`config.mk`:
```
export PLATFORM = sky130hd
export DESIGN_NAME = fpso_top
export DESIGN_NICKNAME = d
export VERILOG_FILES = /design/src/rtl/fpso_pkg.sv /design/src/rtl/fpso_spinup_timer.sv /design/src/rtl/fpso_pwm_gen.sv /design/src/rtl/fpso_top.sv
export SDC_FILE = /design/constraint.sdc
export NUM_CORES = 1
export LEC_CHECK = 0
export ABC_AREA = 1
export BUFFER_PORTS_ARGS = -buffer_cell sky130_fd_sc_hd__buf_2
export CAP_MARGIN = 0
export CORE_UTILIZATION = 30
export DETAILED_ROUTE_END_ITERATION = 16
export PLACE_DENSITY_LB_ADDON = 0.08
export SLEW_MARGIN = 20
export SYNTH_ARGS = -nofsm -noshare
export SYNTH_HDL_FRONTEND = slang
export SYNTH_SLANG_ARGS = --single-unit
```
`constraint.sdc`:
```
create_clock -name clk_i -period 8.2 [get_ports clk_i]
set_clock_uncertainty 0.2 [all_clocks]
set_input_delay 1.23 -clock clk_i [delete_from_list [all_inputs] [get_ports clk_i]]
set_output_delay 1.23 -clock clk_i [all_outputs]
set_load 0.03 [all_outputs]
```
`src/rtl/fpso_pkg.sv`:
```
// Purpose: shared constants for the second fan pwm channel control block
// Assumes: 8-bit register port, 4-bit duty codes, 25 MHz clock
// Notes:   duty codes map linearly, code/15 of full duty
package fpso_pkg;

   // register offsets on the register port
   localparam logic [7:0] ADDR_SOURCE_SELECT   = 8'hCC;
   localparam logic [7:0] ADDR_OVERRIDE_POL    = 8'hCD;
   localparam logic [7:0] ADDR_SPINUP_SETUP    = 8'hCE;

   // reset values
   localparam logic [7:0] RST_SOURCE_SELECT    = 8'h00;
   localparam logic [7:0] RST_OVERRIDE_POL     = 8'h00;
   localparam logic [7:0] RST_SPINUP_SETUP     = 8'h00;

   // source-select fields
   localparam int         BIT_TABLE_BIND_1     = 0;
   localparam int         NUM_TABLES           = 4;
   localparam int         BIT_CPU_HOT_BIND     = 4;
   localparam int         BIT_REG_HOT_BIND     = 6;

   // override / polarity / lock fields
   localparam int         BIT_MANUAL_ENABLE    = 0;
   localparam int         BIT_POLARITY_INVERT  = 1;
   localparam int         BIT_HOT_LOCK_ENABLE  = 2;
   localparam int         BIT_HOT_LOCK_FLAG    = 3;
   localparam int         LSB_MANUAL_DUTY      = 4;

   // spin-up fields
   localparam int         LSB_SPINUP_DUTY      = 0;
   localparam int         BIT_SPINUP_DUR_MSB   = 4;
   localparam int         LSB_SPINUP_DUR_LOW   = 5;

   localparam int         DUTY_W               = 4;
   localparam logic [3:0] DUTY_ZERO            = 4'h0;
   localparam logic [3:0] DUTY_FULL            = 4'hF;
   localparam logic [3:0] DUR_DISABLED         = 4'h0;

   // timing
   localparam int         CLK_HZ               = 25_000_000;
   localparam int         MS_PER_SEC           = 1000;
   localparam int         MS_CYCLES            = CLK_HZ / MS_PER_SEC;
   localparam int         PWM_STEP_CYCLES      = 64;
   localparam int         MS_W                 = 15;

   typedef enum logic [0:0] {
      SU_IDLE = 1'b0,
      SU_RUN  = 1'b1
   } fpso_su_state_e;

   // spin-up duration in ms for each 4-bit duration code
   function automatic logic [MS_W-1:0] fpso_spinup_ms(input logic [3:0] code);
      logic [MS_W-1:0] ms;
      ms = 15'h0000;
      case (code)
         4'h1:    ms = 15'h0064;
         4'h2:    ms = 15'h00FA;
         4'h3:    ms = 15'h0190;
         4'h4:    ms = 15'h02BC;
         4'h5:    ms = 15'h03E8;
         4'h6:    ms = 15'h07D0;
         4'h7:    ms = 15'h0FA0;
         4'h8:    ms = 15'h1770;
         4'h9:    ms = 15'h1F40;
         4'hA:    ms = 15'h2710;
         4'hB:    ms = 15'h2EE0;
         4'hC:    ms = 15'h36B0;
         4'hD:    ms = 15'h3E80;
         4'hE:    ms = 15'h4650;
         4'hF:    ms = 15'h4E20;
         default: ms = 15'h0000;
      endcase
      return ms;
   endfunction

endpackage

```
`src/rtl/fpso_spinup_timer.sv`:
```
// Purpose: times one spin-up interval in whole milliseconds
// Assumes: start_i is a one-cycle pulse; dur_code_i stable while running
// Notes:   a fresh start restarts the interval
module fpso_spinup_timer
   import fpso_pkg::*;
#(
   parameter int MS_CYCLES_P = MS_CYCLES
)(
   input  wire logic       clk_i,
   input  wire logic       reset_n_i,
   input  wire logic       start_i,
   input  wire logic [3:0] dur_code_i,
   output logic            active_o
);

   localparam int TICK_W = $clog2(MS_CYCLES_P + 1);

   fpso_su_state_e        state_q;
   logic [TICK_W-1:0]     tick_q;
   logic [MS_W-1:0]       ms_left_q;
   logic                  tick_done;

   assign tick_done = (tick_q == '0);

   always_ff @(posedge clk_i or negedge reset_n_i)
   begin
      if (!reset_n_i)
      begin
         state_q   <= SU_IDLE;
         tick_q    <= '0;
         ms_left_q <= '0;
      end
      else if (start_i && dur_code_i != DUR_DISABLED)
      begin
         state_q   <= SU_RUN;
         tick_q    <= TICK_W'(MS_CYCLES_P - 1);
         ms_left_q <= fpso_spinup_ms(dur_code_i);
      end
      else
      begin
         case (state_q)
            SU_IDLE:
            begin
               tick_q <= '0;
            end
            SU_RUN:
            begin
               if (tick_done)
               begin
                  tick_q <= TICK_W'(MS_CYCLES_P - 1);
                  if (ms_left_q <= 15'h0001)
                     state_q <= SU_IDLE;
                  ms_left_q <= ms_left_q - 15'h0001;
               end
               else
               begin
                  tick_q <= tick_q - TICK_W'(1);
               end
            end
            default:
            begin
               state_q <= SU_IDLE;
            end
         endcase
      end
   end

   assign active_o = (state_q == SU_RUN);

endmodule // fpso_spinup_timer

```
`src/rtl/fpso_pwm_gen.sv`:
```
// Purpose: turns a 4-bit duty code into a pwm waveform
// Assumes: code 15 means full duty, code 0 means no duty
// Notes:   fifteen equal slots per period; output is a flop
module fpso_pwm_gen
   import fpso_pkg::*;
#(
   parameter int STEP_CYCLES_P = PWM_STEP_CYCLES
)(
   input  wire logic              clk_i,
   input  wire logic              reset_n_i,
   input  wire logic [DUTY_W-1:0] duty_i,
   input  wire logic              invert_i,
   output logic                   pwm_o
);

   localparam int PRE_W = $clog2(STEP_CYCLES_P + 1);

   logic [PRE_W-1:0]  pre_q;
   logic [DUTY_W-1:0] slot_q;

   always_ff @(posedge clk_i or negedge reset_n_i)
   begin
      if (!reset_n_i)
      begin
         pre_q  <= '0;
         slot_q <= '0;
      end
      else if (pre_q == PRE_W'(STEP_CYCLES_P - 1))
      begin
         pre_q  <= '0;
         // slots run 0..14, so code 15 never drops: a true full duty
         slot_q <= (slot_q == 4'hE) ? 4'h0 : slot_q + 4'h1;
      end
      else
      begin
         pre_q <= pre_q + PRE_W'(1);
      end
   end

   always_ff @(posedge clk_i or negedge reset_n_i)
   begin
      if (!reset_n_i)
         pwm_o <= 1'b0;
      else
         pwm_o <= (duty_i > slot_q) ^ invert_i;
   end

endmodule // fpso_pwm_gen

```
`src/rtl/fpso_top.sv`:
```
// Purpose: second fan pwm channel: source binding, override, lock, spin-up
// Assumes: register port strobes are single-cycle and synchronous to clk_i
// Notes:   read data is registered and appears one cycle after reg_rd_i
//          a held hot lock outranks spin-up, so a locked fan never runs below full
//
// How it works
// - source bits 0..3 bind the output to tables 1..4
// - source bit 4 binds the output to the cpu-hot ramp
// - source bit 6 binds the output to the regulator-hot ramp
// - with several bound sources the largest requested duty wins
// - tables request through lookup, hot inputs through ramp sources
// - override bit 0 enables the manual duty code
// - polarity 0 makes full duty high, polarity 1 makes it low
// - lock enable bit 2 lets a bound cpu-hot event set the lock
// - while the lock flag is set the output runs full duty
// - software writes zero to clear the lock, normal control resumes
// - lock flag stays writable when the configuration lock is on
// - manual duty code in bits 7:4 picks one of 16 duties
// - reading the manual field returns the duty code in use
// - during spin-up the manual field reads zero
// - spin-up duty code in bits 3:0 picks the spin-up duty
// - spin-up duty code zero disables spin-up
// - duration code: msb from bit 4, low bits from bits 7:5
// - a zero to nonzero duty change starts spin-up
// - duration code maps to 0, 100 ms .. 4 s, 6 s .. 20 s
module fpso_top
   import fpso_pkg::*;
#(
   parameter int MS_CYCLES_P   = MS_CYCLES,
   parameter int STEP_CYCLES_P = PWM_STEP_CYCLES
)(
   input  wire logic                             clk_i,
   input  wire logic                             reset_n_i,
   input  wire logic [7:0]                       reg_addr_i,
   input  wire logic [7:0]                       reg_wdata_i,
   input  wire logic                             reg_wr_i,
   input  wire logic                             reg_rd_i,
   input  wire logic                             config_lock_i,
   input  wire logic [NUM_TABLES-1:0][DUTY_W-1:0] table_duty_i,
   input  wire logic [DUTY_W-1:0]                cpu_hot_ramp_duty_i,
   input  wire logic [DUTY_W-1:0]                regulator_hot_ramp_duty_i,
   input  wire logic                             cpu_throttle_input_i,
   output logic [7:0]                            reg_rdata_o,
   output logic                                  pwm_o,
   output logic [DUTY_W-1:0]                     duty_code_o,
   output logic                                  spinup_active_o,
   output logic                                  hot_lock_flag_o
);

   // software state
   logic [7:0]        source_select_q;
   logic              manual_duty_enable_q;
   logic              output_polarity_invert_q;
   logic              hot_lock_enable_q;
   logic              hot_lock_flag_q;
   logic [DUTY_W-1:0] manual_duty_code_q;
   logic [DUTY_W-1:0] spinup_duty_code_q;
   logic [3:0]        spinup_duration_code;
   logic [7:0]        spinup_setup_q;

   // datapath
   localparam int NUM_SRC = NUM_TABLES + 3;
   logic [NUM_SRC-1:0][DUTY_W-1:0] src_code;
   logic [NUM_SRC-1:0][DUTY_W-1:0] src_req;
   logic [NUM_SRC-1:0]             src_bound;
   logic [DUTY_W-1:0] rd_duty_field;
   logic [DUTY_W-1:0] arb_d;
   logic [DUTY_W-1:0] arb_q;
   logic [DUTY_W-1:0] duty_d;
   logic [DUTY_W-1:0] duty_q;
   logic              spinup_start;
   logic              spinup_active;
   logic              lock_set;
   logic              lock_clear;
   logic              cfg_wr_ok;
   logic              wr_src;
   logic              wr_ovr;
   logic              wr_spin;

   // one decoder for the three offsets; unmapped offsets strobe nothing
   always_comb
   begin
      wr_src  = 1'b0;
      wr_ovr  = 1'b0;
      wr_spin = 1'b0;
      if (reg_wr_i)
      begin
         case (reg_addr_i)
            ADDR_SOURCE_SELECT: wr_src  = 1'b1;
            ADDR_OVERRIDE_POL:  wr_ovr  = 1'b1;
            ADDR_SPINUP_SETUP:  wr_spin = 1'b1;
            default:            wr_spin = 1'b0;
         endcase
      end
   end
   // the global configuration lock freezes every field but the lock flag
   assign cfg_wr_ok = !config_lock_i;

   always_ff @(posedge clk_i or negedge reset_n_i)
   begin
      if (!reset_n_i)
         source_select_q <= RST_SOURCE_SELECT;
      else if (wr_src && cfg_wr_ok)
         source_select_q <= reg_wdata_i;
   end

   always_ff @(posedge clk_i or negedge reset_n_i)
   begin
      if (!reset_n_i)
      begin
         manual_duty_enable_q     <= RST_OVERRIDE_POL[BIT_MANUAL_ENABLE];
         output_polarity_invert_q <= RST_OVERRIDE_POL[BIT_POLARITY_INVERT];
         hot_lock_enable_q        <= RST_OVERRIDE_POL[BIT_HOT_LOCK_ENABLE];
         manual_duty_code_q       <= RST_OVERRIDE_POL[LSB_MANUAL_DUTY +: DUTY_W];
      end
      else if (wr_ovr && cfg_wr_ok)
      begin
         manual_duty_enable_q     <= reg_wdata_i[BIT_MANUAL_ENABLE];
         output_polarity_invert_q <= reg_wdata_i[BIT_POLARITY_INVERT];
         hot_lock_enable_q        <= reg_wdata_i[BIT_HOT_LOCK_ENABLE];
         manual_duty_code_q       <= reg_wdata_i[LSB_MANUAL_DUTY +: DUTY_W];
      end
   end

   always_ff @(posedge clk_i or negedge reset_n_i)
   begin
      if (!reset_n_i)
         spinup_setup_q <= RST_SPINUP_SETUP;
      else if (wr_spin && cfg_wr_ok)
         spinup_setup_q <= reg_wdata_i;
   end

   assign spinup_duty_code_q   = spinup_setup_q[LSB_SPINUP_DUTY +: DUTY_W];
   assign spinup_duration_code = {spinup_setup_q[BIT_SPINUP_DUR_MSB],
                                  spinup_setup_q[LSB_SPINUP_DUR_LOW +: 3]};

   // lock flag: hardware set beats a software clear in the same cycle
   assign lock_set   = hot_lock_enable_q && source_select_q[BIT_CPU_HOT_BIND]
                       && cpu_throttle_input_i;
   assign lock_clear = wr_ovr && !reg_wdata_i[BIT_HOT_LOCK_FLAG];

   always_ff @(posedge clk_i or negedge reset_n_i)
   begin
      if (!reset_n_i)
         hot_lock_flag_q <= RST_OVERRIDE_POL[BIT_HOT_LOCK_FLAG];
      else if (lock_set)
         hot_lock_flag_q <= 1'b1;
      else if (lock_clear)
         hot_lock_flag_q <= 1'b0;
   end

   // sources in order: tables 1..4, cpu-hot ramp, regulator-hot ramp, manual code
   assign src_code  = {manual_duty_code_q,
                       regulator_hot_ramp_duty_i,
                       cpu_hot_ramp_duty_i,
                       table_duty_i};
   assign src_bound = {manual_duty_enable_q,
                       source_select_q[BIT_REG_HOT_BIND],
                       source_select_q[BIT_CPU_HOT_BIND],
                       source_select_q[BIT_TABLE_BIND_1 +: NUM_TABLES]};

   // an unbound source offers zero, so it can never win the comparison
   genvar s;
   generate
      for (s = 0; s < NUM_SRC; s++)
      begin : g_source
         assign src_req[s] = src_bound[s] ? src_code[s] : DUTY_ZERO;
      end
   endgenerate

   always_comb
   begin
      arb_d = DUTY_ZERO;
      for (int i = 0; i < NUM_SRC; i++)
      begin
         if (src_req[i] > arb_d)
            arb_d = src_req[i];
      end
      if (hot_lock_flag_q)
         arb_d = DUTY_FULL;
   end

   always_ff @(posedge clk_i or negedge reset_n_i)
   begin
      if (!reset_n_i)
         arb_q <= DUTY_ZERO;
      else
         arb_q <= arb_d;
   end

   // spin-up only when its duty and duration are nonzero, and never under a lock
   assign spinup_start = (arb_q == DUTY_ZERO) && (arb_d != DUTY_ZERO)
                         && (spinup_duty_code_q != DUTY_ZERO)
                         && !hot_lock_flag_q;

   fpso_spinup_timer #(
      .MS_CYCLES_P (MS_CYCLES_P)
   ) u_spinup (
      .clk_i      (clk_i),
      .reset_n_i  (reset_n_i),
      .start_i    (spinup_start),
      .dur_code_i (spinup_duration_code),
      .active_o   (spinup_active)
   );

   // spin-up duty replaces arbitration for a full interval, but a held lock
   // outranks it: a running spin-up must not drop a locked fan below full
   always_comb
   begin
      if (hot_lock_flag_q)
         duty_d = DUTY_FULL;
      else if (spinup_active)
         duty_d = spinup_duty_code_q;
      else
         duty_d = arb_q;
   end

   always_ff @(posedge clk_i or negedge reset_n_i)
   begin
      if (!reset_n_i)
      begin
         duty_q          <= DUTY_ZERO;
         spinup_active_o <= 1'b0;
      end
      else
      begin
         duty_q          <= duty_d;
         spinup_active_o <= spinup_active;
      end
   end

   assign duty_code_o     = duty_q;
   assign hot_lock_flag_o = hot_lock_flag_q;

   fpso_pwm_gen #(
      .STEP_CYCLES_P (STEP_CYCLES_P)
   ) u_pwm (
      .clk_i     (clk_i),
      .reset_n_i (reset_n_i),
      .duty_i    (duty_q),
      .invert_i  (output_polarity_invert_q),
      .pwm_o     (pwm_o)
   );

   // the duty field shows the code in use, not the one written, and zero in spin-up;
   // the registered flag keeps the field in step with duty_code_o
   assign rd_duty_field = spinup_active_o ? DUTY_ZERO : duty_q;

   // read port; unmapped offsets read zero
   always_ff @(posedge clk_i or negedge reset_n_i)
   begin
      if (!reset_n_i)
         reg_rdata_o <= 8'h00;
      else if (reg_rd_i)
      begin
         case (reg_addr_i)
            ADDR_SOURCE_SELECT:
            begin
               reg_rdata_o <= source_select_q;
            end
            ADDR_OVERRIDE_POL:
            begin
               reg_rdata_o[LSB_MANUAL_DUTY +: DUTY_W] <= rd_duty_field;
               reg_rdata_o[BIT_HOT_LOCK_FLAG]         <= hot_lock_flag_q;
               reg_rdata_o[BIT_HOT_LOCK_ENABLE]       <= hot_lock_enable_q;
               reg_rdata_o[BIT_POLARITY_INVERT]       <= output_polarity_invert_q;
               reg_rdata_o[BIT_MANUAL_ENABLE]         <= manual_duty_enable_q;
            end
            ADDR_SPINUP_SETUP:
            begin
               reg_rdata_o <= spinup_setup_q;
            end
            default:
            begin
               reg_rdata_o <= 8'h00;
            end
         endcase
      end
   end

endmodule // fpso_top

```
==> out/summary.txt <==
status - complete, but fails checks
failing checks - max-capacitance violations, max-slew violations
# diodes - 0
worst reg2reg startpoint - source_select_q[0]
CP dominant cell by count - nand2_1
H-tree Lvls - 3
Post-Synth XOR/XNOR Area - 4.06%
worst r2r path cells - 55
Sink Count - 84
Adder-Cell Fraction of Synth Area - 7.30%
latest clock arrival within the worst-skew pair - 0.34 ns
final cell count without fillers - 1106
time the worst path needs with I/O delays and setup - 7.66 ns
final net count - 921
TritonCTS buffer count - 9
Rel. slew slack - -3.32%
overall routing resource usage - 15.3%
drt drc - 0
layout cells sized above 1 - 20.1%
routability cong. - 0.872
Largest stage delay, worst path - 0.33 ns
Post-Synthesis Cells - 775
Area after DPL - 6400 sq um
Worst Path Required - 8.23 ns
max frequency - 130 MHz
vias in the first global route - 5075
Post-Syn Area - 5830 sq um
DRT iter0 DRCs - 242
Critical path destination - u_spinup.tick_q[7]
kind of end point of the critical path - flip-flop
Post-Route Setup TNS - 0 ns
crit share post-route - 93.5%
Fillers - 2031
Leak Pwr - 3.45 nW
Syn. warnings - 0
Reg area - 2100 sq um
post-synthesis simple-gate area fraction - 32.8%
crit path max fanout - 10
Yosys cell types - 42
setup violators final - 0
Compound-Gate Fraction of Synth Area - 10.0%
# rows - 50
First-pass DRT Iterations - 5
Detail Route Antenna Nets - 0
DP HPWL - 11300 um
antenna violations before repair - 0
DR vias - 5095
die area - 20000 sq um
Top Ports - 61
R2R Path End - u_spinup.tick_q[7]
Power Density - 258 nW/um^2
Root Buffer - clkbuf_16
worst setup path start - table_duty_i[5]
main combinational cell family by area after synthesis - simple AND/OR/NAND/NOR gates
hold-fix buffers at CTS - 0
CTS tree - built
Core Box Area - 18900 sq um
Worst-path clk slew - 0.06 ns
register area share after synthesis - 36.1%
mux share of post-synthesis cell area - 1.35%
global route overflow - 0
first-pass GRT wire length - 24400 um
final hold slack - 0.269 ns
Clock Path Buffers - 2
WL/cell - 13.6 um
Startpoint Class - input pin
dpl cells - 1082
Worst VDD drop - 0.232 mV
crit path DAT - 7.70 ns
Pins Over Slew Limit - 19
Syn-to-layout area delta - 18.4%
Synth Register Bits - 84
Initial Util - 30.8%
Slew @ Worst Pin - 1.55 ns
reg2reg setup slack - 1.03 ns
Die H - 141 um
min-delay worst type - flip-flop to flip-flop
PortBufs - 60
Multi-input gate area - 3380 sq um
hold violation count in the final report - 0
max-cap viol count - 1
Crit Path Category - input pin to flip-flop
Crit-path slowest cell - ha_1
Syn Area/Cell - 7.52 sq um
Finished Cell Area - 6900 sq um
largest net degree at the start of global routing - 61
Synth Net Count - 855
Via density - 4.61
Total Wirelength - 15100 um
die width - 141 um
state kept, by name (all words and copies together) (netlist names):
signal                    cells
u_spinup.ms_left_q           15
hot_lock_enable_q             1
u_pwm.slot_q                  4
hot_lock_flag_o               1
u_spinup.active_o             1
manual_duty_enable_q          1
u_pwm.pre_q                   7
u_spinup.tick_q              15
manual_duty_code_q            4
output_polarity_invert_q      1
source_select_q               8
spinup_active_o               1
duty_code_o                   4
arb_q                         4
u_pwm.pwm_o                   1
spinup_setup_q                8
reg_rdata_o                   8
routing by layer:
metal	routed length, um	track usage (%)	vias to the layer above
li1	-	-	2642
met1	7110	19.6	2369
met2	7310	26.2	71
met3	414	2.06	13
met4	248	5.66	0
met5	0	0	-
kinds of logic after synthesis:
group                    Yosys count
flip-flops                        84
adder cells (fa/ha/maj)           34
XOR/XNOR                          27
AO/OA/AOI/OAI                     98
buffers and inverters            123
multiplexers                       7
AND/OR/NAND/NOR                  402
worst max-delay path: cells and delay by family:
| family | cells | cell delay, ns |
|---|---|---|
| and+or+nand+nor | 34 | 3.04 |
| AOI/OAI and AO/OA | 10 | 1.12 |
| adders and majority gates | 6 | 1.83 |
| buffers and inverters | 7 | 0.45 |
power by group:
group          switching, mW  internal, mW
combinational          0.604         0.330
clock                  0.170         0.245
sequential           0.00816         0.423
repair_timing:
action / 4_1_cts / 5_1_grt
setup endpoints to repair: 0 / 31
setup buffers: 0 / 3
resized for setup: 0 / 31
placed cells by master, fill, tap and decap left out, types with 8 or more instances in the layout:
cell	count
buf_2	59
o21ai_0	43
nor2_1	46
clkbuf_16	10
nand2_2	27
dfrtp_1	84
nor3_1	9
buf_4	8
nand2_1	213
ha_1	33
nand2_4	10
xnor2_1	10
xor2_1	17
o211ai_1	20
inv_1	95
a21oi_1	8
nand3_1	58
final cells by class:
cell class	count	share of cell area (%)
timing repair buffer	69	5.73
multi-input combinational	572	49.0
sequential	84	30.5
tap	260	4.71
inverter	105	5.71
clock inverter	5	0.852
clock buffer	11	3.52
stage by stage:
step | power [mW] | util (%) | worst slack (ns)
floorplan | 1.02 | - | 0.772
global placement | 1.16 | 33.9 | 0.00916
detailed placement | 1.18 | 33.9 | -0.227
CTS | 1.60 | 35.5 | 0.131
global route | 1.91 | 36.5 | -0.0322
finish | 1.78 | 36.5 | 0.536
synth_stat cells (all sizes together):
cell / instances / area [sq um]
nor4: 7 / 43.8
o22ai: 1 / 6.26
nand3: 64 / 348
o211ai: 20 / 150
o21bai: 1 / 7.51
nand3b: 1 / 7.51
and2: 2 / 12.5
o21a: 5 / 37.5
a21oi: 12 / 60.1
or2: 1 / 6.26
xnor2: 10 / 87.6
nor2: 53 / 236
clkinv: 5 / 18.8
dfrtp: 84 / 2100
and3b: 1 / 8.76
inv: 100 / 375
ha: 34 / 425
a211oi: 2 / 15.0
o221ai: 3 / 26.3
nand4: 7 / 50.1
clkbuf: 11 / 41.3
buf: 7 / 55.1
nand2: 250 / 1080
o21ai: 54 / 282
mux2: 7 / 78.8
nor3: 16 / 115
xor2: 17 / 149
worst min path at each step:
stage / start / to / slack, ns / cells after the start
2_1_floorplan: u_spinup.active_o / spinup_active_o / 0.22 / 0
6_report: u_pwm.pre_q[0] / u_pwm.pre_q[0] / 0.27 / 1
3_3_place_gp: u_pwm.pre_q[0] / u_pwm.pre_q[0] / 0.26 / 1
3_5_place_dp: u_pwm.pre_q[0] / u_pwm.pre_q[0] / 0.27 / 1
4_1_cts: u_pwm.pre_q[0] / u_pwm.pre_q[0] / 0.28 / 1
5_1_grt: output_polarity_invert_q / output_polarity_invert_q / 0.30 / 2
Note: power is estimated with default switching activity, not from simulation.
